File: src/inc/uarx_pkg.sv
// Package for the asynchronous receiver front end: constants, states and carriers.
// Assumes a single 200 MHz system clock domain.
package uarx_pkg;
	localparam int unsigned UARX_CLK_MHZ = 200;
	localparam logic [15:0] UARX_DIV_RESET = 16'h0000;
	localparam logic [4:0] UARX_SPB_NORMAL = 5'h10;
	localparam logic [4:0] UARX_SPB_DOUBLE = 5'h08;
	localparam logic [4:0] UARX_VOTE_FIRST_NORMAL = 5'h08;
	localparam logic [4:0] UARX_VOTE_FIRST_DOUBLE = 5'h04;
	localparam logic [2:0] UARX_SIZE_NINE = 3'h7;
	localparam logic [2:0] UARX_SIZE_RESET = 3'h3;
	localparam int unsigned UARX_FIFO_DEPTH = 2;
	typedef enum logic [2:0]
	{
		UARX_IDLE = 3'b000,
		UARX_START = 3'b001,
		UARX_DATA = 3'b011,
		UARX_PARITY = 3'b010,
		UARX_STOP = 3'b110
	} uarx_state_t;
	typedef struct packed
	{
		logic [7:0] data;
		logic ninth;
		logic frame_err;
	} uarx_entry_t;
	typedef struct packed
	{
		logic receiver_enable;
		logic double_speed_select;
		logic multiproc_filter_enable;
		logic parity_enable;
		logic [2:0] char_size_select;
		logic [15:0] baud_divider;
	} uarx_cfg_t;
endpackage

File: src/logic/uarx_receiver.sv
// Asynchronous receiver front end: oversampled start detection, majority voting,
// multi-processor filter and a two-entry receive buffer.
// Assumes the serial pin is asynchronous to clk before the two-flop stage and that
// configuration changes only while the receiver is disabled.
`timescale 1ns/1ps
`default_nettype none
// Behaviour
// - Turning the receiver off empties the receive buffer completely.
// - Sample at sixteen times bit rate, or eight in double speed.
// - A falling edge on idle line starts detection, first low is sample one.
// - Start qualified by votes on samples 8-10, or 4-6 in double speed.
// - Two or more high qualifying samples reject the start as noise.
// - Bit phase resynchronises on every accepted start bit.
// - Recovery counts sixteen or eight states per bit, numbering samples.
// - Each bit is the majority of its three centre samples.
// - Recovery runs through the first stop bit; later stop bits ignored.
// - A stop bit voted zero sets the frame error stored with the frame.
// - Next start edge accepted right after the last stop vote sample, one sample later in double speed.
// - With the filter on, non-address frames are dropped before buffering.
// - The filter only affects received frames, never a transmitter.
// - Type bit is the first stop bit, or ninth bit in nine-bit frames.
// - Type bit one means address frame, zero means data frame.
// - A slave with filter off receives data frames normally.
// - Complete flag is one while unread characters remain in the buffer.
// - Size setting seven selects nine bits, ninth bit stored per frame.
module uarx_receiver
	import uarx_pkg::*;
#(
	parameter int unsigned DEPTH = UARX_FIFO_DEPTH
)
(
	input wire logic clk,
	input wire logic rst_n,
	input wire logic clk_en,
	input wire logic serial_rx_pin,
	input wire uarx_cfg_t cfg,
	input wire logic parity_odd,
	input wire logic rd_strobe,
	output logic [7:0] rx_data_buffer,
	output logic rx_ninth_bit,
	output logic frame_error_flag,
	output logic rx_complete_flag,
	output logic [1:0] rx_count
);
	localparam int unsigned PW = (DEPTH > 1) ? $clog2(DEPTH) : 1;

	function automatic logic vote3(input logic [2:0] s);
		vote3 = (s[0] & s[1]) | (s[0] & s[2]) | (s[1] & s[2]);
	endfunction

	function automatic logic [3:0] data_bits(input logic [2:0] size);
		data_bits = (size == UARX_SIZE_NINE) ? 4'h9 : {1'b0, size} + 4'h5;
	endfunction

	logic sync1_reg;
	logic sync2_reg;
	logic line_reg;
	logic line_prev_reg;
	logic [15:0] div_reg;
	logic tick_reg;
	uarx_state_t state_reg;
	logic [4:0] sample_reg;
	logic [2:0] vote_reg;
	logic [3:0] bit_reg;
	logic [8:0] shift_reg;
	logic push_reg;
	uarx_entry_t push_entry_reg;
	uarx_entry_t mem_reg [DEPTH];
	logic [PW-1:0] wr_ptr_reg;
	logic [PW-1:0] rd_ptr_reg;
	logic [1:0] count_reg;

	logic [4:0] spb;
	logic [4:0] vote_first;
	logic [4:0] vote_last;
	logic vote_now;
	logic bit_done;
	logic voted;
	logic [3:0] nbits;
	logic stop_phase_end;
	logic fall_seen;
	logic frame_type;
	logic do_wr;
	logic do_rd;
	assign spb = cfg.double_speed_select ? UARX_SPB_DOUBLE : UARX_SPB_NORMAL;
	assign vote_first = cfg.double_speed_select ? UARX_VOTE_FIRST_DOUBLE : UARX_VOTE_FIRST_NORMAL;
	assign vote_last = vote_first + 5'h02;
	assign vote_now = tick_reg && sample_reg >= vote_first && sample_reg <= vote_last;
	assign bit_done = tick_reg && sample_reg == spb;
	assign voted = vote3({vote_reg[1:0], line_reg});
	assign nbits = data_bits(cfg.char_size_select);
	// Normal speed frees the line right after the last stop vote; double speed one sample later.
	assign stop_phase_end = tick_reg && sample_reg == (cfg.double_speed_select ? vote_last + 5'h01 : vote_last);
	// A line held low after a bad stop bit must not look like a new start, so a real edge is required.
	assign fall_seen = line_prev_reg && !line_reg;
	assign frame_type = (nbits == 4'h9) ? shift_reg[8] : voted;
	assign do_wr = push_reg && count_reg < 2'(DEPTH);
	assign do_rd = rd_strobe && count_reg != 2'h0;

	// Synchroniser: the first stage feeds only the second.
	always_ff @(posedge clk or negedge rst_n)
	begin
		if (!rst_n)
		begin
			sync1_reg <= 1'b1;
			sync2_reg <= 1'b1;
		end
		else if (clk_en)
		begin
			sync1_reg <= serial_rx_pin;
			sync2_reg <= sync1_reg;
		end
	end

	// Baud sample tick; the divider restarts when the receiver is off.
	// The previous sample is kept so that idle detection sees transitions, not levels.
	always_ff @(posedge clk or negedge rst_n)
	begin
		if (!rst_n)
		begin
			div_reg <= UARX_DIV_RESET;
			tick_reg <= 1'b0;
			line_reg <= 1'b1;
			line_prev_reg <= 1'b1;
		end
		else if (clk_en)
		begin
			tick_reg <= 1'b0;
			if (!cfg.receiver_enable)
				div_reg <= cfg.baud_divider;
			else if (div_reg == 16'h0000)
			begin
				div_reg <= cfg.baud_divider;
				tick_reg <= 1'b1;
				line_prev_reg <= line_reg;
				line_reg <= sync2_reg;
			end
			else
				div_reg <= div_reg - 16'h0001;
		end
	end

	// Frame recovery state machine.
	always_ff @(posedge clk or negedge rst_n)
	begin
		if (!rst_n)
		begin
			state_reg <= UARX_IDLE;
			sample_reg <= 5'h00;
			vote_reg <= 3'h0;
			bit_reg <= 4'h0;
			shift_reg <= 9'h000;
			push_reg <= 1'b0;
			push_entry_reg <= '0;
		end
		else if (clk_en)
		begin
			push_reg <= 1'b0;
			if (!cfg.receiver_enable)
			begin
				state_reg <= UARX_IDLE;
				sample_reg <= 5'h00;
			end
			else if (tick_reg)
			begin
				if (vote_now)
					vote_reg <= {vote_reg[1:0], line_reg};
				sample_reg <= (sample_reg == spb) ? 5'h01 : sample_reg + 5'h01;
				case (state_reg)
					UARX_IDLE:
					begin
						// Each accepted edge is sample one, so the phase counter restarts at two.
						sample_reg <= 5'h02;
						if (fall_seen)
							state_reg <= UARX_START;
						else
							sample_reg <= 5'h01;
					end
					UARX_START:
					begin
						if (sample_reg == vote_last && voted)
							state_reg <= UARX_IDLE;
						else if (bit_done)
						begin
							state_reg <= UARX_DATA;
							bit_reg <= 4'h0;
						end
					end
					UARX_DATA:
					begin
						if (sample_reg == vote_last)
							shift_reg <= {voted, shift_reg[8:1]};
						if (bit_done)
						begin
							bit_reg <= bit_reg + 4'h1;
							if (bit_reg == nbits - 4'h1)
								state_reg <= cfg.parity_enable ? UARX_PARITY : UARX_STOP;
						end
					end
					UARX_PARITY:
					begin
						// The parity bit is only timed to keep framing; it is never checked.
						if (bit_done)
							state_reg <= UARX_STOP;
					end
					UARX_STOP:
					begin
						if (sample_reg == vote_last)
						begin
							push_entry_reg.data <= 8'(shift_reg >> (4'h9 - nbits));
							push_entry_reg.ninth <= (nbits == 4'h9) ? shift_reg[8] : 1'b0;
							push_entry_reg.frame_err <= !voted;
							// The filter only gates what is buffered; nothing here reaches a transmitter.
							push_reg <= !cfg.multiproc_filter_enable || frame_type;
						end
						if (stop_phase_end)
						begin
							state_reg <= UARX_IDLE;
							sample_reg <= 5'h01;
						end
					end
					default:
						state_reg <= UARX_IDLE;
				endcase
			end
		end
	end

	// Receive buffer: two entries in flip-flops, flushed on disable.
	// A full buffer drops the new frame so that the unread head is never overwritten.
	always_ff @(posedge clk or negedge rst_n)
	begin
		if (!rst_n)
		begin
			wr_ptr_reg <= '0;
			rd_ptr_reg <= '0;
			count_reg <= 2'h0;
			for (int i = 0; i < DEPTH; i++)
				mem_reg[i] <= '0;
		end
		else if (clk_en)
		begin
			if (!cfg.receiver_enable)
			begin
				wr_ptr_reg <= '0;
				rd_ptr_reg <= '0;
				count_reg <= 2'h0;
			end
			else
			begin
				if (do_wr)
				begin
					mem_reg[wr_ptr_reg] <= push_entry_reg;
					wr_ptr_reg <= (wr_ptr_reg == PW'(DEPTH - 1)) ? '0 : wr_ptr_reg + PW'(1);
				end
				if (do_rd)
					rd_ptr_reg <= (rd_ptr_reg == PW'(DEPTH - 1)) ? '0 : rd_ptr_reg + PW'(1);
				count_reg <= count_reg + 2'(do_wr) - 2'(do_rd);
			end
		end
	end

	// Head of buffer registered so outputs come straight from flip-flops.
	always_ff @(posedge clk or negedge rst_n)
	begin
		if (!rst_n)
		begin
			rx_data_buffer <= 8'h00;
			rx_ninth_bit <= 1'b0;
			frame_error_flag <= 1'b0;
			rx_complete_flag <= 1'b0;
			rx_count <= 2'h0;
		end
		else if (clk_en)
		begin
			rx_data_buffer <= mem_reg[rd_ptr_reg].data;
			rx_ninth_bit <= mem_reg[rd_ptr_reg].ninth;
			frame_error_flag <= mem_reg[rd_ptr_reg].frame_err;
			rx_complete_flag <= count_reg != 2'h0;
			rx_count <= count_reg;
		end
	end
endmodule
`default_nettype wire

File: config.mk
export PLATFORM = sky130hd
export DESIGN_NAME = uarx_receiver
export DESIGN_NICKNAME = d
export VERILOG_FILES = /design/src/inc/uarx_pkg.sv /design/src/logic/uarx_receiver.sv
export SDC_FILE = /design/constraint.sdc
export NUM_CORES = 1
export LEC_CHECK = 0
export BUFFER_PORTS_ARGS = -buffer_cell sky130_fd_sc_hd__buf_2
export CAP_MARGIN = 20
export CORE_AREA = 2 2 67 133
export CTS_CLUSTER_SIZE = 24
export DETAILED_ROUTE_END_ITERATION = 7
export DIE_AREA = 0 0 69 135
export MAX_ROUTING_LAYER = met4
export PLACE_DENSITY = 0.78
export REMOVE_ABC_BUFFERS = 1
export SLEW_MARGIN = 25
export SYNTH_ARGS = -nofsm -noshare
export SYNTH_HDL_FRONTEND = slang
export SYNTH_SLANG_ARGS = --single-unit
export TNS_END_PERCENT = 1
File: constraint.sdc
create_clock -name clk -period 5.3 [get_ports clk]
set_clock_uncertainty 0.1 [all_clocks]
set_input_delay 1.06 -clock clk [delete_from_list [all_inputs] [get_ports clk]]
set_output_delay 1.06 -clock clk [all_outputs]
set_load 0.01 [all_outputs]
==> metrics <==
outcome=complete, no violations; Total Routed Length=9.71 mm; ys flop type=dfrtp_1; routed length per instance=16.0 um; Ports=42; f_max=284 MHz; post-CTS setup buffer count=0; P_sw=449 uW; hold_buf cts=0; Cell Int Power=1.26 mW; gr ovfl total=0; fraction of layout cells with a size suffix above 1=22.4%; DP HPWL=7.05 mm; Vias/cell=5.98; adder-cell share of the synthesized area=3.29%; drt first pass iters=4; final setup vio count=0; Ant. Diodes=0; final cell count without fillers=608; Gate Count Post-Synth=473; commonest non-fill, non-tap cell in the layout=dfrtp_1; compound-gate portion of the synthesized area=16.6%; number of synthesized flops with an enable pin=0; slew margin rel.=37.4%; start of the worst register-to-register path=div_reg[0]; Worst EP required=5430 ps; fin util=66.1%; CTS Buffer Depth=2; synth warn=0; vias in the first global route=3662; CTS buffer count=9; GR met3 Demand/Resource=3.73%; M1 GR Usage=25.6%; root buffer cell=clkbuf_16; Starting Density=59.0%; Pwr Density=314 nW/um2; dpl cell area=5120 um2; largest family of logic cells by synthesized area=compound AO/OA/AOI/OAI gates; port bufs=40; CTS tree=yes; Final Wtd Congestion=0.849; Simple-Gate Fraction of Synth Area=12.9%; clock-pin slew on the worst setup and hold paths=60 ps; P_leak=2.51 nW; fin. max-slew vios=0; post_cts resized=0; die width=69 um; Setup WS pre-CTS=1450 ps; fin area=5440 um2; vias post-DR=3638; nets=546; sequential power share=47.2%; asr flop ratio synth=100%; largest net degree at the start of global routing=57; Top Usage Layer GRT=met2; Netlist cell types=59; antenna viol nets, final=0; Layout area overhead=12.0%; fin crit share=66.4%; setup ws final=1780 ps; proportion of synthesized area in mux cells=14.2%; min cycle time layout=3520 ps; Hold Vio Cnt, Final=0; M2 GR Usage=39.9%; crit path DAT=3640 ps; H-tree levels=3; HP Start=div_reg[11]; initial drt markers=217; Clock power frac=39.7%; RSZ-0062 raised after global routing=no; Worst Tran Pin Value=932 ps; gr usage total=22.9%; origin of the worst setup path=cfg[16]; crit start category=input pin; Syn Std Cell Area=4860 um2; Max-cap violations=0; Hold Crit Class=reg2reg; VDD IR max=0.172 mV; initial antenna violation count=0; core footprint=8230 um2; Synth Area in XOR/XNOR=1.80%; Max FO, Critical Path=10; Setup TNS=0 ps; placed insts=592; die area=9320 um2; clock sinks=92; DRC Markers=0; crit path kind=in2reg; Worst setup EP type=register; Die Span Y=135 um; logic gate share of total power=13.1%; #FFs+latches synth=92; worst skew pair latency=340 ps; syn_area_per_cell=10.3 um2; post-synthesis sequential area ratio=47.5%; first-pass GRT wire length=16.8 mm; Largest register FFs=20; most frequent cells in the layout=dfrtp_1, mux2_2, buf_2; Net Sw Frac=26.3%; # rows=47
==> through the flow <==
step | power [mW] | hold WS (ps)
2_1_floorplan | 0.952 | 348
3_3_place_gp | 1.03 | 364
3_5_place_dp | 1.04 | 383
4_1_cts | 1.72 | 402
5_1_grt | 1.78 | 410
6_report | 1.71 | 397
==> power groups by stage <==
stage          Sequential, mW  Clock, mW  Combinational [mW]
6_report                0.806      0.678               0.223
5_1_grt                 0.815      0.719               0.251
4_1_cts                 0.806      0.691               0.226
3_5_place_dp            0.818          0               0.225
3_3_place_gp            0.816          0               0.214
2_1_floorplan           0.811          0               0.141
==> final timing paths <==
check / endpoint / slack (ps) / cells past startpoint
max in group asynchronous: wr_ptr_reg / 3490 / 2
worst max-delay path: state_reg[0] / 1780 / 10
worst max register to register: div_reg[14] / 2460 / 8
worst min-delay path: div_reg[11] / 400 / 1
worst min register to register: div_reg[11] / 400 / 1
min in group asynchronous: div_reg[4] / 650 / 1
==> synth_stat cells (4+ instances only) <==
cell type	count	share of area (%)
xnor2_1	5	0.90
clkbuf_1	16	1.2
a21oi_1	34	3.5
a22o_1	10	1.8
dfstp_2	4	2.2
ha_1	12	3.1
a211oi_1	6	0.93
o21ai_0	33	3.4
nand3_1	11	1.1
dfrtp_1	88	45
nand2_1	31	2.4
or3_1	4	0.51
mux2_2	39	9.0
nor2_1	35	2.7
mux2i_1	23	4.7
nand2b_1	7	0.90
xor2_1	5	0.90
nor3_1	14	1.4
o2bb2ai_1	8	1.4
buf_1	5	0.39
inv_1	17	1.3
o21ai_1	4	0.41
nor2b_1	5	0.64
==> metal layers <==
metal | vias up | part of all wire [%]
li1 | 1770 | -
met1 | 1779 | 40
met2 | 68 | 54
met3 | 21 | 2.9
met4 | 0 | 2.7
met5 | - | 0
==> critical path, cell delays in order <==
cell and delay [ps]:
buf_2 130, ha_1 470, clkinv_1 300, ha_1 360
o21a_1 200, o221ai_1 190, xor2_1 190, a41o_1 210
a21o_1 170, mux2_2 340
==> cell type report <==
cell class | instances | area, um2
inverters | 19 | 71.3
flip-flops and latches | 92 | 2310
multi-input cells | 337 | 2370
well taps | 98 | 123
repair buffers | 46 | 248
fillers | 657 | 2790
clock inverters | 4 | 55.1
clock buffers | 12 | 267
==> logic make-up (layout without fill, tap and decap cells) <==
logic type | Yosys count | count (layout)
AO/OA/AOI/OAI | 124 | 124
XOR/XNOR | 10 | 10
adder cells (fa/ha/maj) | 13 | 13
buffers and inverters | 44 | 81
flip-flops | 92 | 92
multiplexers | 63 | 63
AND/OR/NAND/NOR | 127 | 127
No activity file was read; power rests on OpenSTA's default activity.
